### src/rtl/uph_regs.svh
// uph_regs.svh: constants of the udp packet header builder.
// assumes byte-wide ethernet mac streams and one clock domain.
`ifndef UPH_REGS_SVH
`define UPH_REGS_SVH
`define UPH_HDR_BYTES 42
`define UPH_MAC_BYTES 14
`define UPH_IP_FIRST 14
`define UPH_IP_LAST 33
`define UPH_IP_CSUM_HI 24
`define UPH_IP_CSUM_LO 25
`define UPH_UDP_LEN_HI 38
`define UPH_UDP_LEN_LO 39
`define UPH_UDP_CSUM_HI 40
`define UPH_UDP_CSUM_LO 41
`define UPH_DPORT_HI 36
`define UPH_DPORT_LO 37
`define UPH_IP_TLEN_HI 16
`define UPH_IP_TLEN_LO 17
`define UPH_CMD_PKT_BYTES 49
`define UPH_RSP_PKT_BYTES 60
`define UPH_STR_PKT_BYTES 557
`define UPH_DEV_CMD_PORT 16'hD6D8
`define UPH_DEV_STR_PORT 16'hDAC0
`define UPH_HOST_CMD_PORT 16'h8C35
`define UPH_HOST_STR_PORT 16'h8CA0
`define UPH_ETH_TYPE_IPV4 16'h0800
`define UPH_IP_VER_IHL 8'h45
`define UPH_IP_TTL 8'h40
`define UPH_IP_PROTO_UDP 8'h11
`define UPH_IP_FLAGS_FRAG 16'h4000
`define UPH_UDP_HDR_BYTES 8
`define UPH_IP_HDR_BYTES 20
`endif

### src/rtl/uph_pkg.sv
// uph_pkg.sv: types of the udp packet header builder.
// assumes uph_regs.svh is on the include path.
`default_nettype none
package uph_pkg;
  typedef struct packed {
    logic valid;
    logic last;
    logic [7:0] data;
  } uph_byte_t;
  typedef enum logic [3:0] {
    TX_IDLE = 4'b0001,
    TX_SUM = 4'b0010,
    TX_HDR = 4'b0100,
    TX_PAY = 4'b1000
  } uph_tx_state_t;
  typedef enum logic [1:0] {
    SRC_RSP = 2'b01,
    SRC_STR = 2'b10
  } uph_src_t;
endpackage : uph_pkg
`default_nettype wire

### src/rtl/uph_packet_header_builder.sv
// uph_packet_header_builder.sv: frames responses and stream data with
// fixed mac/ip/udp headers and strips headers from incoming frames.
// assumes a byte-wide mac that accepts one byte per cycle when ready.
`timescale 1ns/1ps
`default_nettype none
`include "uph_regs.svh"
module uph_packet_header_builder
  import uph_pkg::*;
#(
  parameter int RSP_PAY = `UPH_RSP_PKT_BYTES - `UPH_HDR_BYTES,
  parameter int STR_PAY = `UPH_STR_PKT_BYTES - `UPH_HDR_BYTES,
  parameter logic [47:0] DEV_MAC = 48'h0200_0000_0001,
  parameter logic [47:0] HOST_MAC = 48'h0200_0000_0002,
  parameter logic [31:0] DEV_IP = 32'hC0A8_0001,
  parameter logic [31:0] HOST_IP = 32'hC0A8_0002
)(
  input wire logic core_clk_in,
  input wire logic rst_in,
  input wire uph_byte_t rsp_in,
  output logic rsp_ready_out,
  input wire uph_byte_t str_in,
  output logic str_ready_out,
  output uph_byte_t mac_tx_out,
  input wire logic mac_tx_ready_in,
  input wire uph_byte_t mac_rx_in,
  output uph_byte_t cmd_out,
  output uph_byte_t sdata_out
);
  // the payload counter is ten bits wide, so 1024 bytes is the ceiling
  if (RSP_PAY < 1 || STR_PAY < 1 || RSP_PAY > 1024 || STR_PAY > 1024)
  begin : gen_bad_payload
    $error("payload length out of range");
  end

  // fixed header table; length and port fields are overlaid per source, checksum fields left zero
  function automatic logic [7:0] hdr_byte(input logic [5:0] idx,
                                          input logic [15:0] plen,
                                          input logic [15:0] sport,
                                          input logic [15:0] dport);
    logic [335:0] h;
    logic [15:0] ip_len;
    logic [15:0] udp_len;
    ip_len = plen + 16'(`UPH_IP_HDR_BYTES + `UPH_UDP_HDR_BYTES);
    udp_len = plen + 16'(`UPH_UDP_HDR_BYTES);
    h = {HOST_MAC, DEV_MAC, `UPH_ETH_TYPE_IPV4,
         `UPH_IP_VER_IHL, 8'h00, ip_len, 16'h0000,
         `UPH_IP_FLAGS_FRAG, `UPH_IP_TTL, `UPH_IP_PROTO_UDP,
         16'h0000,
         DEV_IP, HOST_IP,
         sport, dport, udp_len, 16'h0000};
    hdr_byte = h[335 - 8 * int'(idx) -: 8];
  endfunction : hdr_byte

  uph_tx_state_t state, next_state;
  uph_src_t src, next_src;
  logic [5:0] idx, next_idx;
  logic [9:0] cnt, next_cnt;
  logic [19:0] acc, next_acc;
  logic [15:0] csum, next_csum;
  uph_byte_t tx, next_tx;
  logic rsp_rdy, next_rsp_rdy, str_rdy, next_str_rdy;
  logic [15:0] plen, sport, dport;
  logic [7:0] hb;
  logic [15:0] fold;
  logic [16:0] fold_once;

  assign plen = (src == SRC_RSP) ? 16'(RSP_PAY) : 16'(STR_PAY);
  assign sport = (src == SRC_RSP) ? `UPH_DEV_CMD_PORT : `UPH_DEV_STR_PORT;
  assign dport = (src == SRC_RSP) ? `UPH_HOST_CMD_PORT : `UPH_HOST_STR_PORT;
  assign hb = hdr_byte(idx, plen, sport, dport);
  // adding the carries back can carry once more, so fold twice
  assign fold_once = {1'b0, acc[15:0]} + 17'(acc[19:16]);
  assign fold = fold_once[15:0] + 16'(fold_once[16]);

  always_comb
  begin
    next_state = state;
    next_src = src;
    next_idx = idx;
    next_cnt = cnt;
    next_acc = acc;
    next_csum = csum;
    next_tx = tx;
    next_rsp_rdy = 1'b0;
    next_str_rdy = 1'b0;
    if (tx.valid && mac_tx_ready_in)
      next_tx.valid = 1'b0;
    unique case (state)
      TX_IDLE:
      begin
        next_idx = 6'(`UPH_IP_FIRST);
        next_acc = '0;
        if (rsp_in.valid)
        begin
          next_src = SRC_RSP;
          next_state = TX_SUM;
        end
        else if (str_in.valid)
        begin
          next_src = SRC_STR;
          next_state = TX_SUM;
        end
      end
      TX_SUM:
      begin
        // one header word per cycle, checksum word skipped
        if (idx != 6'(`UPH_IP_CSUM_HI))
          next_acc = acc + 20'({hb, hdr_byte(idx + 6'd1, plen, sport, dport)});
        next_idx = idx + 6'd2;
        if (idx == 6'(`UPH_IP_LAST - 1))
        begin
          next_idx = '0;
          next_state = TX_HDR;
        end
      end
      TX_HDR:
      begin
        if (idx == 6'(`UPH_IP_FIRST))
          next_csum = ~fold;
        if (!tx.valid || mac_tx_ready_in)
        begin
          next_tx.valid = 1'b1;
          next_tx.last = 1'b0;
          if (idx == 6'(`UPH_IP_CSUM_HI))
            next_tx.data = next_csum[15:8];
          else if (idx == 6'(`UPH_IP_CSUM_LO))
            next_tx.data = csum[7:0];
          else
            next_tx.data = hb;
          next_idx = idx + 6'd1;
          if (idx == 6'(`UPH_HDR_BYTES - 1))
          begin
            next_cnt = '0;
            next_state = TX_PAY;
          end
        end
      end
      TX_PAY:
      begin
        // pull a payload byte only when the output slot frees up
        if ((!tx.valid || mac_tx_ready_in) && !rsp_rdy && !str_rdy)
        begin
          if (src == SRC_RSP)
            next_rsp_rdy = 1'b1;
          else
            next_str_rdy = 1'b1;
        end
        if ((rsp_rdy && rsp_in.valid) || (str_rdy && str_in.valid))
        begin
          next_tx.valid = 1'b1;
          next_tx.data = rsp_rdy ? rsp_in.data : str_in.data;
          next_cnt = cnt + 10'd1;
          next_tx.last = (cnt == 10'(plen - 16'd1));
          if (cnt == 10'(plen - 16'd1))
            next_state = TX_IDLE;
        end
        else if (rsp_rdy || str_rdy)
        begin
          next_rsp_rdy = rsp_rdy;
          next_str_rdy = str_rdy;
        end
      end
      default:
        next_state = TX_IDLE;
    endcase
  end

  always_ff @(posedge core_clk_in or posedge rst_in)
  begin
    if (rst_in)
    begin
      state <= TX_IDLE;
      src <= SRC_RSP;
      idx <= '0;
      cnt <= '0;
      acc <= '0;
      csum <= '0;
      tx <= '0;
      rsp_rdy <= 1'b0;
      str_rdy <= 1'b0;
    end
    else
    begin
      state <= next_state;
      src <= next_src;
      idx <= next_idx;
      cnt <= next_cnt;
      acc <= next_acc;
      csum <= next_csum;
      tx <= next_tx;
      rsp_rdy <= next_rsp_rdy;
      str_rdy <= next_str_rdy;
    end
  end

  assign mac_tx_out = tx;
  assign rsp_ready_out = rsp_rdy;
  assign str_ready_out = str_rdy;

  // receive side: count header bytes, capture port, forward payload
  logic [5:0] rx_idx, next_rx_idx;
  logic [15:0] rx_port, next_rx_port;
  uph_byte_t cmd, next_cmd, sdat, next_sdat;
  logic is_cmd, is_str;

  assign is_cmd = (rx_port == `UPH_DEV_CMD_PORT);
  assign is_str = (rx_port == `UPH_DEV_STR_PORT);

  always_comb
  begin
    next_rx_idx = rx_idx;
    next_rx_port = rx_port;
    next_cmd = '0;
    next_sdat = '0;
    if (mac_rx_in.valid)
    begin
      if (rx_idx != 6'(`UPH_HDR_BYTES))
      begin
        next_rx_idx = rx_idx + 6'd1;
        if (rx_idx == 6'(`UPH_DPORT_HI))
          next_rx_port[15:8] = mac_rx_in.data;
        if (rx_idx == 6'(`UPH_DPORT_LO))
          next_rx_port[7:0] = mac_rx_in.data;
      end
      else
      begin
        next_cmd = is_cmd ? mac_rx_in : '0;
        next_sdat = is_str ? mac_rx_in : '0;
      end
      // a short frame ending inside the header is dropped
      if (mac_rx_in.last)
        next_rx_idx = '0;
    end
  end

  always_ff @(posedge core_clk_in or posedge rst_in)
  begin
    if (rst_in)
    begin
      rx_idx <= '0;
      rx_port <= '0;
      cmd <= '0;
      sdat <= '0;
    end
    else
    begin
      rx_idx <= next_rx_idx;
      rx_port <= next_rx_port;
      cmd <= next_cmd;
      sdat <= next_sdat;
    end
  end

  assign cmd_out = cmd;
  assign sdata_out = sdat;
endmodule : uph_packet_header_builder
`default_nettype wire

### config.mk
export PLATFORM = sky130hd
export DESIGN_NAME = uph_packet_header_builder
export DESIGN_NICKNAME = d
export VERILOG_FILES = /design/src/rtl/uph_pkg.sv /design/src/rtl/uph_packet_header_builder.sv
export VERILOG_INCLUDE_DIRS = /design/src /design/src/rtl
export SDC_FILE = /design/constraint.sdc
export NUM_CORES = 1
export LEC_CHECK = 0
export ABC_AREA = 1
export BUFFER_PORTS_ARGS = -buffer_cell sky130_fd_sc_hd__clkbuf_2
export CAP_MARGIN = 5
export CORE_MARGIN = 2
export CORE_UTILIZATION = 25
export CTS_CLUSTER_DIAMETER = 40
export DETAILED_ROUTE_END_ITERATION = 8
export PLACE_DENSITY = 0.5
export SETUP_SLACK_MARGIN = 0.2
export SLEW_MARGIN = 10
export SYNTH_ARGS = -nofsm -noshare
export SYNTH_HDL_FRONTEND = slang
export SYNTH_SLANG_ARGS = --single-unit
### constraint.sdc
create_clock -name core_clk_in -period 10.63 [get_ports core_clk_in]
set_input_delay 1.5945 -clock core_clk_in [delete_from_list [all_inputs] [get_ports core_clk_in]]
set_output_delay 1.5945 -clock core_clk_in [all_outputs]
set_load 0.05 [all_outputs]
-- Yosys cells after proc, flatten, opt, wreduce, memory -nomap -nowiden
Cells that the tools add are included.
- register bits after elaboration: 112
- input port bits: 33
- word-level logic and storage cells: 135
- output and inout bits: 32
- equal/unequal tests: 25
- mux-type cells: 48
- shift operators: 2
- reductions and logical operators: 26
- $add $sub $neg: 12
- bitwise logic cells: 1
- operators by type and width (operator ; number):
    343-bit by 10-bit indexed part select with 8-bit output ; 2
    10-bit 2-to-1 mux ; 12
    10-bit one-hot mux with 2 select lines ; 2
    20-bit one-hot mux with 2 select lines ; 1
    16-bit == test, second input constant ; 2
    8-bit 2-to-1 mux ; 4
    4-bit 2-to-1 mux ; 7
    6-bit == test, second input constant ; 4
    6-bit 2-to-1 mux ; 4
    20-bit by 16-bit adder with 20-bit output ; 1
    20-bit 2-to-1 mux ; 1
    9-bit by 9-bit subtractor with 10-bit output, first input constant ; 2
    6-bit one-hot mux with 3 select lines ; 1
    16-bit by 4-bit adder with 17-bit output ; 1
    16-bit by 1-bit adder with 16-bit output ; 1
    16-bit 2-to-1 mux ; 1
    16-bit NOT ; 1
    4-bit one-hot mux with 4 select lines ; 1
    6-bit by 1-bit adder with 6-bit output, second input constant ; 2
    6-bit by 5-bit == test with 1-bit output, second input constant ; 2
    12-bit 2-to-1 mux ; 1
    2-bit != test, second input constant ; 6
    10-bit by 4-bit adder with 11-bit output, second input constant ; 1
    10-bit by 5-bit adder with 11-bit output, second input constant ; 1
    24 further kinds ; 53

-- Longest topological paths before layout
Gate-level depths: netlist of run 1.
- word-level depth: 8
- depth in mapped cells: 30
- mapped depth without buffers: 30

-- Worst setup path before layout of run 1
Ideal clock, no wire load.
- path kind: register -> register
- from: register idx[1]
- to: register acc[18]
- path buffers: 1
- slack: 6.291 ns
- stages on the path, launching flop included: 26
- arrival time: 4.218 ns
- cells stage by stage: dfrtp_1 > clkinv_1 > ha_1 > clkinv_1 > ha_1 > clkbuf_1 > inv_1 > nor2_1 > inv_1 > nand2_1 > nand2_1 > nand3_1 > nand2_1 > nand2_1 > inv_1 > fa_1 > inv_1 > nand2_1 > o21ai_1 > a21boi_0 > o21ai_1 > nand3b_1 > nand2_1 > nand3_1 > o21ai_1 > a21oi_1
- word-level cells in the longest chain between the ends: 6
- elaborated cells on any way between the ends: 11
- classes of those cells: 4 x add/sub; 2 x eq/ne; 2 x shift; 2 x mux; 1 x reduce/logical
- RTL lines (element ; line ; text):
    start, declared ; uph_packet_header_builder.sv:56 ; logic [5:0] idx, next_idx;
    start signal, assigned ; uph_packet_header_builder.sv:186 ; idx <= next_idx;
    6-bit by 1-bit adder with 6-bit output ; uph_packet_header_builder.sv:108 ; next_acc = acc + 20'({hb, hdr_byte(idx + 6'd1, plen, sport, dport)});
    9-bit by 9-bit subtractor with 10-bit output ; uph_packet_header_builder.sv:51 ; hdr_byte = h[335 - 8 * int'(idx) -: 8];
    343-bit by 10-bit indexed part select with 8-bit output ; uph_packet_header_builder.sv:51 ;
    20-bit by 16-bit adder with 20-bit output ; uph_packet_header_builder.sv:108 ;
    20-bit 2-to-1 mux ; uph_packet_header_builder.sv:107 ; if (idx != 6'(`UPH_IP_CSUM_HI))
    20-bit one-hot mux with 2 select lines ; uph_packet_header_builder.sv:88 ; unique case (state)
    end signal, assigned ; uph_packet_header_builder.sv:188 ; acc <= next_acc;
    end, declared ; uph_packet_header_builder.sv:58 ; logic [19:0] acc, next_acc;
Parallel ways exist; a longest one is shown, timed or not. The select of a mux whose other input is x is not followed.
A chain may end at the register's enable or synchronous reset.

-- Final worst setup path of run 1
- from: register idx[0]
- to: register acc[10]
The elaborated chain is that of the path after synthesis.

==> summary.md, run 1 <==
| Metric | Value |
|---|---|
| Result of the run | `completed` |
| Clock root buffer | `sky130_fd_sc_hd__clkbuf_16` |
| Drt wl/cell | `14.5 microns` |
| Post-synthesis register bit count | `112` |
| Detailed-router iteration count before antenna repair | `5` |
| Setup violations, final | `0` |
| Synth top area cells | `sky130_fd_sc_hd__dfrtp_1, sky130_fd_sc_hd__nand2_1, sky130_fd_sc_hd__inv_1` |
| Highest cell delay on the worst timing path | `820 ps` |
| Number of antenna violations at the first check in global routing | `0` |
| Number of input and output port buffers inserted | `62` |
| Netlist Area Pre-Place | `7840 sq um` |
| Cts hold-fix bufs | `0` |
| Largest driver fanout on the critical path | `17` |
| Clock network latency to the later pin of the worst-skew pair | `360 ps` |
| Share of the cycle needed by the critical path after routing | `54.4%` |
| CTS tree | `built` |
| Cells resized by post-CTS repair | `0` |
| Number of top-level design ports | `65` |
| Final routed DRC violation total | `0` |
| Logic depth of the worst path, buffers included | `24` |
| Critical Path Slowest Stage Cell | `sky130_fd_sc_hd__dfrtp_1` |
| Number of flops mapped to enable cells by yosys | `0` |
| Main synth FF type | `sky130_fd_sc_hd__dfrtp_1` |
| Normalized max-slew margin | `39.8%` |
| Via count of the first global-routing pass | `6,789` |
| Number of distinct library cell variants in the gate-level netlist after synthesis | `63` |
| CP cell instances | `clkinv_1 > ha_1 > clkinv_1 > ha_1 > or2_1 > nand2_2 > inv_2 > o21ai_0 > o2111ai_1 > nand2_1 > ha_1 > inv_1 > fa_1 > inv_1 > nand2_1 > o21ai_1 > a21boi_0 > o21ai_1 > nand2_1 > nand2_1 > a21o_1 > nand2_1 > nand3_1 > o21ai_0` |
| Buffers plus inverters on the worst setup path | `5` |
| Crit-path leading delay family | `adder cells` |
| Final antenna diode count | `0` |
| Global-route wire length before repair | `36,600 microns` |
| Die area | `32,800 sq um` |
| Share of cells above drive strength 1 | `12.9%` |
| Worst Setup End Kind | `register` |
| Yosys top cell area share | `35.1%` |
| Maximum achievable frequency | `173 MHz` |
| Chip Width | `181 microns` |
| Total Neg Setup Slack | `0 ps` |
| Cell mode on critical path | `sky130_fd_sc_hd__nand2_1` |
| Area of the placeable core | `30,700 sq um` |
| Clock tree sinks | `112` |
| Starting utilization of the core area | `25.5%` |
| Antenna-violating nets left | `0` |
| Share of the yosys chip area belonging to registers | `35.8%` |
| Unrepaired setup endpoints after global routing | `false` |
| Final global-route overflow total | `0` |
| Hold depth | `2` |
| Syn. warnings | `0` |
| Post-detailed-placement half-perimeter wirelength | `17,600 microns` |
| Total power after layout | `2.44 mW` |
| Final-stage net count | `1,216` |
| Worst Max-Slew Pin Slew | `900 ps` |
| Pins over their slew limit | `0` |
| Area delta synth->final | `13.8%` |
| Setup fix buffers added after clock tree synthesis | `0` |
| Min Clock Period, post-route | `5790 ps` |
| Maxcap violations | `0` |
| Clock buffer depth | `2` |
| Gate count after technology mapping | `1,087` |
| Vias/cell | `4.68` |
| Global-route usage over all layers | `13.9%` |
| Net count of the mapped netlist | `1,156` |
| Average cell area after synthesis | `7.21 sq um` |
| Via count | `7,247` |
| Worst clock skew | `15.7 ps` |
| Data arrival time of the critical path | `6020 ps` |
| Number of core rows | `64` |
| Most crowded layer after global routing | `met2` |
| Met3 Resource Use GR | `1.51%` |
| RD Place Congestion | `0.879` |
| Classification of the worst-slack hold path | `register to register` |
| Post-synthesis async set-or-reset flop share | `100%` |
| Global routing met2 resource utilization | `22.8%` |
| Cell type contributing the most total cell area after synthesis | `sky130_fd_sc_hd__dfrtp_1` |
| Clk slew on worst S/H paths | `80 ps` |
| CP required | `10,860 ps` |
| Drt total wl | `22,500 microns` |
| Fin. Hold Viols | `0` |
| First-iteration detailed-routing DRC count | `572` |
| Worst reg-to-reg path cell count | `24` |
| CTS Buf Count | `9` |
| Maximum resistive drop on vdd | `126 uV` |
| Startpoint type of the worst setup path | `register` |
| Count of H-tree levels built during CTS | `3` |
| Largest net degree at the start of global routing | `67` |
| Met1 Usage GRT | `19.4%` |
| Power per Cell Area | `274 nW/um^2` |
| Category of the critical setup timing path | `register to register` |
| Vert. Die Dim | `181 microns` |
| Leakage | `4.40 nW` |
==> placed cells by master (no fill, tap or decap), types with 34 or more instances in the layout <==
master                       n
sky130_fd_sc_hd__dfrtp_1   110
sky130_fd_sc_hd__o21ai_0    78
sky130_fd_sc_hd__a21oi_1    44
sky130_fd_sc_hd__nor2_1    115
sky130_fd_sc_hd__nand2_1   246
sky130_fd_sc_hd__nand3_1    79
sky130_fd_sc_hd__inv_1     141
sky130_fd_sc_hd__clkbuf_2   62
sky130_fd_sc_hd__ha_1       34
==> power by group <==
group	internal, mW	switching (mW)	total (mW)
sequential	0.517	0.0935	0.611
combinational	0.450	1.01	1.46
clock	0.191	0.185	0.377
==> metrics by stage <==
stage	hold WS [ps]	instances	util (%)	instance area, sq um	setup WS [ps]
final	483	1548	29.0	8930	4840
after detailed placement	466	1532	28.0	8600	4950
after CTS	486	1548	29.0	8930	4910
after global routing	505	1548	29.0	8930	4310
after global placement	462	1532	28.0	8600	4910
after floorplan	444	1087	-	7840	6080
==> state kept, by name (all words and copies together) (netlist names) <==
register,count
cnt,10
rsp_ready_out,1
acc,20
csum,16
mac_tx_out,10
state,4
rx_port,16
sdata_out,10
rx_idx,6
idx,6
cmd_out,10
str_ready_out,1
src,2
==> cells by family (layout without fill, tap and decap cells) <==
logic type | Yosys count | in the layout | share of synthesized area, %
xor gates and xnor gates | 24 | 24 | 3.25
DFF | 112 | 112 | 35.8
and+or+nand+nor | 547 | 547 | 32.2
buffers and inverters | 172 | 237 | 8.41
adders and majority gates | 36 | 36 | 5.93
AOI/OAI and AO/OA | 196 | 196 | 14.4
==> synthesized netlist by cell type (4+ instances only) <==
library cell,count
sky130_fd_sc_hd__o22ai_1,10
sky130_fd_sc_hd__nor2_4,6
sky130_fd_sc_hd__clkinv_1,6
sky130_fd_sc_hd__xor2_2,5
sky130_fd_sc_hd__a31oi_1,8
sky130_fd_sc_hd__o21ai_0,78
sky130_fd_sc_hd__o211ai_1,10
sky130_fd_sc_hd__nor3_1,23
sky130_fd_sc_hd__nor2_2,6
sky130_fd_sc_hd__nand4_1,23
sky130_fd_sc_hd__nand3_1,79
sky130_fd_sc_hd__nor2_1,115
sky130_fd_sc_hd__clkbuf_1,8
sky130_fd_sc_hd__inv_2,7
sky130_fd_sc_hd__a21oi_1,44
sky130_fd_sc_hd__o21ai_1,14
sky130_fd_sc_hd__nor4_1,4
sky130_fd_sc_hd__inv_1,142
sky130_fd_sc_hd__dfrtp_1,110
sky130_fd_sc_hd__xor2_1,14
sky130_fd_sc_hd__ha_1,34
sky130_fd_sc_hd__xnor2_1,4
sky130_fd_sc_hd__nand2_1,246
sky130_fd_sc_hd__nand2_2,13
sky130_fd_sc_hd__or2_2,8
sky130_fd_sc_hd__buf_2,7
==> metal layers <==
metal	part of all wire (%)	routed length, microns
met4	1.6	361
met5	0	0
met2	47	10600
met3	3.0	675
met1	48	10800
==> worst register-to-register path: cells and delay by family (launching register included) <==
| kind | cells | cell delay [ps] |
|---|---|---|
| fa+ha+maj | 4 | 1470 |
| compound gates | 7 | 1280 |
| buf+inv | 5 | 1160 |
| simple gates | 8 | 940 |
| flops | 1 | 820 |
==> layout make-up <==
class / instances / area [sq um]
Fill cell: 3390 / 21800
Multi-Input combinational cell: 803 / 4380
Tap cell: 396 / 495
Clock inverter: 7 / 100
Sequential cell: 112 / 2810
Inverter: 157 / 597
Clock buffer: 9 / 225
Timing Repair Buffer: 64 / 325
==> path summary, 6_finish.rpt <==
check | start | end | slack (ps)
setup / recovery | idx[0]$_DFFE_PP0P_ | acc[10]$_DFFE_PP0P_ | 4840
hold / removal | csum[7]$_DFFE_PP0P_ | csum[7]$_DFFE_PP0P_ | 480
setup reg to reg | idx[0]$_DFFE_PP0P_ | acc[10]$_DFFE_PP0P_ | 4840
hold reg to reg | csum[7]$_DFFE_PP0P_ | csum[7]$_DFFE_PP0P_ | 480
max in group asynchronous | rst_in | sdata_out[1]$_DFF_PP0_ | 8110
min in group asynchronous | rst_in | cnt[6]$_DFFE_PP0P_ | 1400
Power figures use the tool's default switching activity.
==> run 2: changes to the inputs <==
Settings changed: ABC_AREA 1 to 0.
Clock period 10.63 ns to 5.7 ns, I/O delays scaled along.
==> run 2 against run 1 <==
  * Power rose by 93%
  * Maximum frequency rose by 17%
  * Global-route usage fell by 0.44 points
  * Utilization fell by 0.081 points
  * Count of clock-buffer cells in the layout rose by 1
  * Cell area fell by 0.80%
  * Clock power rose by 85%
  * Sequential power rose by 88%
  * Die area fell by 0.87%
  * Clock skew fell by 7.5 ps
  * Routed wire length fell by 2.4%
==> summary.md, run 2 <==
| Metric | Value |
|---|---|
| Classification of the worst-slack hold path | `register to register` |
| Final global-route overflow total | `0` |
| Global-route wire length before repair | `35,900 microns` |
| Gate count after technology mapping | `883` |
| Area delta synth->final | `13.9%` |
| Via count | `6,717` |
| Number of flops mapped to enable cells by yosys | `0` |
| Net count of the mapped netlist | `952` |
| Clock buffer depth | `2` |
| Result of the run | `completed` |
| Clock root buffer | `sky130_fd_sc_hd__clkbuf_16` |
| Number of core rows | `64` |
| Footprint of the multi-input gates | `4640 sq um` |
| Number of top-level design ports | `65` |
| Global-route usage over all layers | `13.4%` |
| Power per Cell Area | `532 nW/um^2` |
| CTS tree | `built` |
| Clk slew on worst S/H paths | `80 ps` |
| Setup violations, final | `0` |
| Number of input and output port buffers inserted | `62` |
| Worst clock skew | `8.26 ps` |
| Clock tree sinks | `112` |
| Minimum setup slack in the final design | `734 ps` |
| Final-stage net count | `996` |
| Vert. Die Dim | `180 microns` |
| DP Area | `8520 sq um` |
| Number of distinct library cell variants in the gate-level netlist after synthesis | `89` |
| Chip Width | `180 microns` |
| Main synth FF type | `sky130_fd_sc_hd__dfrtp_1` |
| Share of the cycle needed by the critical path after routing | `87.1%` |
| Maximum resistive drop on vdd | `243 uV` |
| Largest net degree at the start of global routing | `60` |
| Biggest regs | `acc (20), csum (16), rx_port (16)` |
| # fillers | `3,275` |
| Count of H-tree levels built during CTS | `3` |
| Drt wl/cell | `16.5 microns` |
| RD Place Congestion | `0.822` |
| Netlist Area Pre-Place | `7770 sq um` |
| Area of the placeable core | `30,600 sq um` |
| Cell type contributing the most total cell area after synthesis | `sky130_fd_sc_hd__dfrtp_1` |
| Cts hold-fix bufs | `0` |
| Vias/cell | `5.06` |
| Normalized max-slew margin | `34.8%` |
| Share of the yosys chip area belonging to registers | `36.1%` |
| Number of flip-flops in the largest register | `20` |
| Synth top area cells | `sky130_fd_sc_hd__dfrtp_1, sky130_fd_sc_hd__ha_1, sky130_fd_sc_hd__o21ai_0` |
| Fin. Hold Viols | `0` |
| Total Neg Setup Slack | `0 ps` |
| Startpoint type of the worst setup path | `register` |
| Worst-case setup slack after placement | `495 ps` |
| Drt total wl | `21,900 microns` |
| Category of the critical setup timing path | `register to register` |
| Final antenna diode count | `0` |
| Yosys top cell area share | `35.4%` |
| Maximum achievable frequency | `201 MHz` |
| Syn. warnings | `0` |
| Top cells by instance count after synthesis | `sky130_fd_sc_hd__dfrtp_1, sky130_fd_sc_hd__o21ai_0, sky130_fd_sc_hd__nor2_1, sky130_fd_sc_hd__nand2_1, sky130_fd_sc_hd__nand3_1` |
| Largest register by flop count | `acc` |
| Min Clock Period, post-route | `4970 ps` |
| Worst Max-Slew Pin Slew | `964 ps` |
| Pins over their slew limit | `0` |
| Final routed DRC violation total | `0` |
| Leakage | `3.91 nW` |
| Post-detailed-placement half-perimeter wirelength | `16,300 microns` |
| Total power after layout | `4.71 mW` |
| Most common library cell in the layout ignoring fill and taps | `sky130_fd_sc_hd__dfrtp_1` |
| First-iteration detailed-routing DRC count | `381` |
| CP required | `5980 ps` |
| Clock network latency to the later pin of the worst-skew pair | `360 ps` |
| Detailed-router iteration count before antenna repair | `5` |
| Largest driver fanout on the critical path | `8` |
| Unrepaired setup endpoints after global routing | `false` |
| Data arrival time of the critical path | `5250 ps` |
| CTS Buf Count | `9` |
| Antenna-violating nets left | `0` |
| Number of antenna violations at the first check in global routing | `0` |
| Average cell area after synthesis | `8.80 sq um` |
| Post-synthesis register bit count | `112` |
| Share of cells above drive strength 1 | `15.7%` |
| Via count of the first global-routing pass | `6,552` |
| Most frequent cells in the layout | `sky130_fd_sc_hd__dfrtp_1, sky130_fd_sc_hd__o21ai_0, sky130_fd_sc_hd__nor2_1` |
| Post-route cell area | `8850 sq um` |
| Maxcap violations | `0` |
| Area used by sequential logic in the layout | `2810 sq um` |
| Most frequently used cell type in the post-synthesis netlist | `sky130_fd_sc_hd__dfrtp_1` |
| Worst Setup End Kind | `register` |
| Post-synthesis async set-or-reset flop share | `100%` |
| Starting utilization of the core area | `25.4%` |
| Die area | `32,500 sq um` |
run 2: changes by cell type in the layout (fill, tap and decap cells not counted), moves of 9 or more:
cell,before,now
sky130_fd_sc_hd__mux2_2,0,18
sky130_fd_sc_hd__xor2_1,14,23
sky130_fd_sc_hd__nand2_1,246,68
sky130_fd_sc_hd__a21o_1,2,13
sky130_fd_sc_hd__mux2i_1,0,14
sky130_fd_sc_hd__and2_1,1,23
sky130_fd_sc_hd__nand2_2,13,0
sky130_fd_sc_hd__a211oi_1,2,11
sky130_fd_sc_hd__nor2_1,115,72
sky130_fd_sc_hd__inv_1,141,27
sky130_fd_sc_hd__nand3_1,79,47
sky130_fd_sc_hd__buf_4,2,21
sky130_fd_sc_hd__xnor2_1,4,31
run 2: worst paths after layout:
check	cells after the start	from	to	slack [ps]
setup / recovery	20	idx[1]$_DFFE_PP0P_	acc[18]$_DFFE_PP0P_	730
hold / removal	2	csum[13]$_DFFE_PP0P_	csum[13]$_DFFE_PP0P_	480
setup reg to reg	20	idx[1]$_DFFE_PP0P_	acc[18]$_DFFE_PP0P_	730
hold reg to reg	2	csum[13]$_DFFE_PP0P_	csum[13]$_DFFE_PP0P_	480
max in group asynchronous	3	rst_in	acc[18]$_DFFE_PP0P_	3870
min in group asynchronous	2	rst_in	cnt[5]$_DFFE_PP0P_	590
run 2: layout make-up:
type                    instances  share of cell area [%]
multi-input cells             689                    52.4
inverters                      32                    1.41
repair buffers                 83                    5.28
clock inverters                 6                   0.890
well taps                     396                    5.60
clock buffers                  10                    2.70
flip-flops and latches        112                    31.7
run 2: stage by stage:
step	utilization, %	hold slack [ps]	instances
2_1_floorplan	-	442	883
4_1_cts	28.9	487	1327
3_5_place_dp	27.9	469	1311
6_report	28.9	480	1328
5_1_grt	28.9	509	1328
3_3_place_gp	27.9	461	1311
run 2: worst max-delay path, stage by stage, from the launching register on:
cell	delay, ps
sky130_fd_sc_hd__dfrtp_1	470
sky130_fd_sc_hd__clkinv_1	140
sky130_fd_sc_hd__ha_1	300
sky130_fd_sc_hd__inv_1	220
sky130_fd_sc_hd__ha_1	300
sky130_fd_sc_hd__a21oi_1	100
sky130_fd_sc_hd__or3_4	350
sky130_fd_sc_hd__and2_2	260
sky130_fd_sc_hd__mux2_4	310
sky130_fd_sc_hd__o221ai_2	160
sky130_fd_sc_hd__a211oi_2	110
sky130_fd_sc_hd__a2bb2oi_1	190
sky130_fd_sc_hd__fa_1	450
sky130_fd_sc_hd__nor2b_1	120
sky130_fd_sc_hd__o21ai_0	110
sky130_fd_sc_hd__a21oi_1	290
sky130_fd_sc_hd__o2111ai_1	210
sky130_fd_sc_hd__nand3_1	200
sky130_fd_sc_hd__o21ai_1	140
sky130_fd_sc_hd__or3_1	320
sky130_fd_sc_hd__a21oi_1	130
run 2: routing by layer:
| layer | track usage [%] | up-vias | wire, microns |
|---|---|---|---|
| met1 | 19.5 | 3270 | 11200 |
| li1 | - | 3315 | - |
| met2 | 21.2 | 118 | 9890 |
| met5 | 0 | - | 0 |
| met3 | 2.16 | 14 | 563 |
| met4 | 2.58 | 0 | 242 |
run 2: logic make-up (layout without fill, tap and decap cells):
family          count (synthesis)  count (layout)  share of synthesized area, %
mux                            33              33                          4.60
flops                         112             112                          36.1
xor+xnor                       58              58                          7.16
buf+inv                        82             131                          4.35
fa+ha+maj                      36              36                          5.99
simple gates                  320             320                          21.3
compound gates                242             242                          20.5
run 2: repair_timing:
item,CTS,global route
setup buffers,0,1
resized for setup,0,3
setup endpoints to repair,0,7
run 2: report_power, final:
part	switching [mW]	internal (mW)	leakage (nW)	total, mW
Sequential	0.198	0.950	1.51	1.15
Clock	0.332	0.365	0.158	0.697
Combinational	1.80	1.06	2.24	2.87
Total	2.33	2.38	3.91	4.71
==> run 3: changes to the inputs <==
Settings changed: CELL_PAD_IN_SITES_DETAIL_PLACEMENT set to 2, CELL_PAD_IN_SITES_GLOBAL_PLACEMENT set to 2, PLACE_DENSITY 0.5 to 0.67.
==> run 3 against run 2 <==
  * First-iteration DRC count is 3.1% higher
  * Flip-flop and latch count stayed put
  * Via count is 3.1% higher
  * Worst setup slack worse by 120 ps
  * Clock skew is 4.7 ps higher
  * Utilization hardly changed
  * Maximum frequency is 2.4% lower
  * Power is 3.3% higher
  * Register-to-register slack worse by 120 ps
  * Count of clock-buffer cells in the layout is 1 lower
  * Non-clock buffer count stayed put
  * Critical endpoint unchanged
==> summary.md, run 3 (synthesized netlist as in run 2, its figures left out) <==
| Metric | Value |
|---|---|
| Setup fix buffers added after clock tree synthesis | `0` |
| Global-route usage over all layers | `16.3%` |
| CTS tree | `built` |
| Biggest regs | `acc (20), csum (16), rx_port (16)` |
| Antenna-violating nets left | `0` |
| Post-route cell area | `8860 sq um` |
| Share of cells above drive strength 1 | `15.8%` |
| Final global-route overflow total | `0` |
| Unrepaired setup endpoints after global routing | `true` |
| Clock tree sinks | `112` |
| Hold depth | `2` |
| Vias/cell | `5.21` |
| Crit-path leading delay family | `compound AO/OA/AOI/OAI gates` |
| Startpoint type of the worst setup path | `register` |
| Worst clock skew | `13.0 ps` |
| Number of flip-flops in the largest register | `20` |
| Post-detailed-placement half-perimeter wirelength | `19,900 microns` |
| Worst reg-to-reg path cell count | `20` |
| CP cell instances | `clkinv_1 > ha_1 > inv_1 > ha_1 > xor3_1 > nor3_2 > nand2_1 > o21ai_0 > o31ai_1 > o21ai_0 > a2bb2oi_1 > fa_1 > nor2b_1 > o21ai_0 > a21oi_1 > o2111ai_1 > nand3_1 > o21ai_1 > or3_1 > a21oi_1` |
| Normalized max-slew margin | `27.1%` |
| Largest driver fanout on the critical path | `8` |
| Via count | `6,922` |
| Maximum achievable frequency | `197 MHz` |
| Category of the critical setup timing path | `register to register` |
| CP required | `6000 ps` |
| Min Clock Period, post-route | `5090 ps` |
| Most frequent cells in the layout | `sky130_fd_sc_hd__dfrtp_1, sky130_fd_sc_hd__o21ai_0, sky130_fd_sc_hd__nor2_1` |
| Leakage | `3.90 nW` |
| Number of top-level design ports | `65` |
| Number of core rows | `64` |
| Maximum resistive drop on vdd | `195 uV` |
| Vert. Die Dim | `180 microns` |
| Number of input and output port buffers inserted | `62` |
| Setup violations, final | `0` |
| Global-route wire length before repair | `43,000 microns` |
| # fillers | `3,518` |
| Result of the run | `completed` |
| Final routed DRC violation total | `0` |
| Worst Hold Margin | `497 ps` |
| Number of cells after detailed placement | `1,312` |
| RR Startpoint | `idx[0]$_DFFE_PP0P_` |
| Power per Cell Area | `549 nW/um^2` |
| Start point of the critical path | `idx[0]$_DFFE_PP0P_` |
| Footprint of the multi-input gates | `4650 sq um` |
| Die area | `32,500 sq um` |
| Final antenna diode count | `0` |
| Clock buffer depth | `2` |
| Most common library cell in the layout ignoring fill and taps | `sky130_fd_sc_hd__dfrtp_1` |
| Chip Width | `180 microns` |
| CTS Buf Count | `9` |
| Final-stage net count | `996` |
| Cell mode on critical path | `sky130_fd_sc_hd__o21ai_0` |
| Number of antenna violations at the first check in global routing | `0` |
| Starting utilization of the core area | `25.4%` |
| Clk slew on worst S/H paths | `90 ps` |
| Logic depth of the worst path, buffers included | `20` |
| Highest cell delay on the worst timing path | `500 ps` |
| Classification of the worst-slack hold path | `register to register` |
| Post-layout instance count excluding filler cells | `1,328` |
| Area used by sequential logic in the layout | `2810 sq um` |
| Buffers plus inverters on the worst setup path | `2` |
| Clock root buffer | `sky130_fd_sc_hd__clkbuf_16` |
| Pins over their slew limit | `0` |
| Largest net degree at the start of global routing | `69` |
| Critical Path Slowest Stage Cell | `sky130_fd_sc_hd__xor3_1` |
| Maxcap violations | `0` |
| Area delta synth->final | `14.0%` |
| Worst Setup End Kind | `register` |
| Share of the cycle needed by the critical path after routing | `89.3%` |
| First-iteration detailed-routing DRC count | `393` |
| Drt wl/cell | `19.7 microns` |
| Core Util, Final | `29.0%` |
| Fin. Hold Viols | `0` |
| RD Place Congestion | `0.760` |
| Data arrival time of the critical path | `5390 ps` |
| Drt total wl | `26,200 microns` |
| Worst Max-Slew Pin Slew | `1090 ps` |
| DP Area | `8540 sq um` |
| Count of H-tree levels built during CTS | `3` |
| HP Start | `csum[7]$_DFFE_PP0P_` |
| Clock network latency to the later pin of the worst-skew pair | `370 ps` |
| Via count of the first global-routing pass | `7,534` |
| Area of the placeable core | `30,600 sq um` |
| Cts hold-fix bufs | `0` |
| Largest register by flop count | `acc` |
| Detailed-router iteration count before antenna repair | `4` |
| Total Neg Setup Slack | `0 ps` |
==> run 3: stage by stage <==
step                      worst slack, ps  total power, mW
final                                 612             4.87
after CTS                             513             4.90
after detailed placement              503             4.19
after global routing                  138             5.28
after floorplan                       528             3.27
after global placement                647             4.11
==> run 3: timing repair <==
| action | 4_1_cts | 5_1_grt |
|---|---|---|
| resized for setup | 0 | 3 |
| setup endpoints to repair | 0 | 4 |
| endpoints found under the hold margin | 0 | 0 |
==> run 3: per-layer routing <==
layer,up-vias,global-route usage [%],part of all wire (%)
met1,3564,22.5,48
met2,48,27.9,50
met5,-,0,0
li1,3301,-,-
met3,9,1.48,1.3
met4,0,2.94,0.74
==> run 3: cell type report <==
type,count,area share (%)
inverters,32,1.41
clock buffers,9,2.54
multi-input cells,689,52.5
flip-flops and latches,112,31.7
repair buffers,83,5.28
clock inverters,7,1.03
well taps,396,5.59
==> run 3: report_power, final <==
part           switching [mW]  internal [mW]  leakage (nW)
registers               0.205          0.951          1.51
clock network           0.366          0.322         0.154
logic                    1.96           1.06          2.24
==> run 3: path summary, 6_finish.rpt <==
kind                                            end  slack [ps]
worst min register to register  csum[7]$_DFFE_PP0P_         500
min in group asynchronous        cnt[7]$_DFFE_PP0P_         660
worst min-delay path            csum[7]$_DFFE_PP0P_         500
worst max-delay path            acc[18]$_DFFE_PP0P_         610
worst max register to register  acc[18]$_DFFE_PP0P_         610
max in group asynchronous        acc[4]$_DFFE_PP0P_        3840
==> run 3: worst min-delay path: cells and delay by family (launching register included) <==
kind | cells | cell delay, ps
simple gates | 1 | 50
compound gates | 1 | 60
flops | 1 | 350
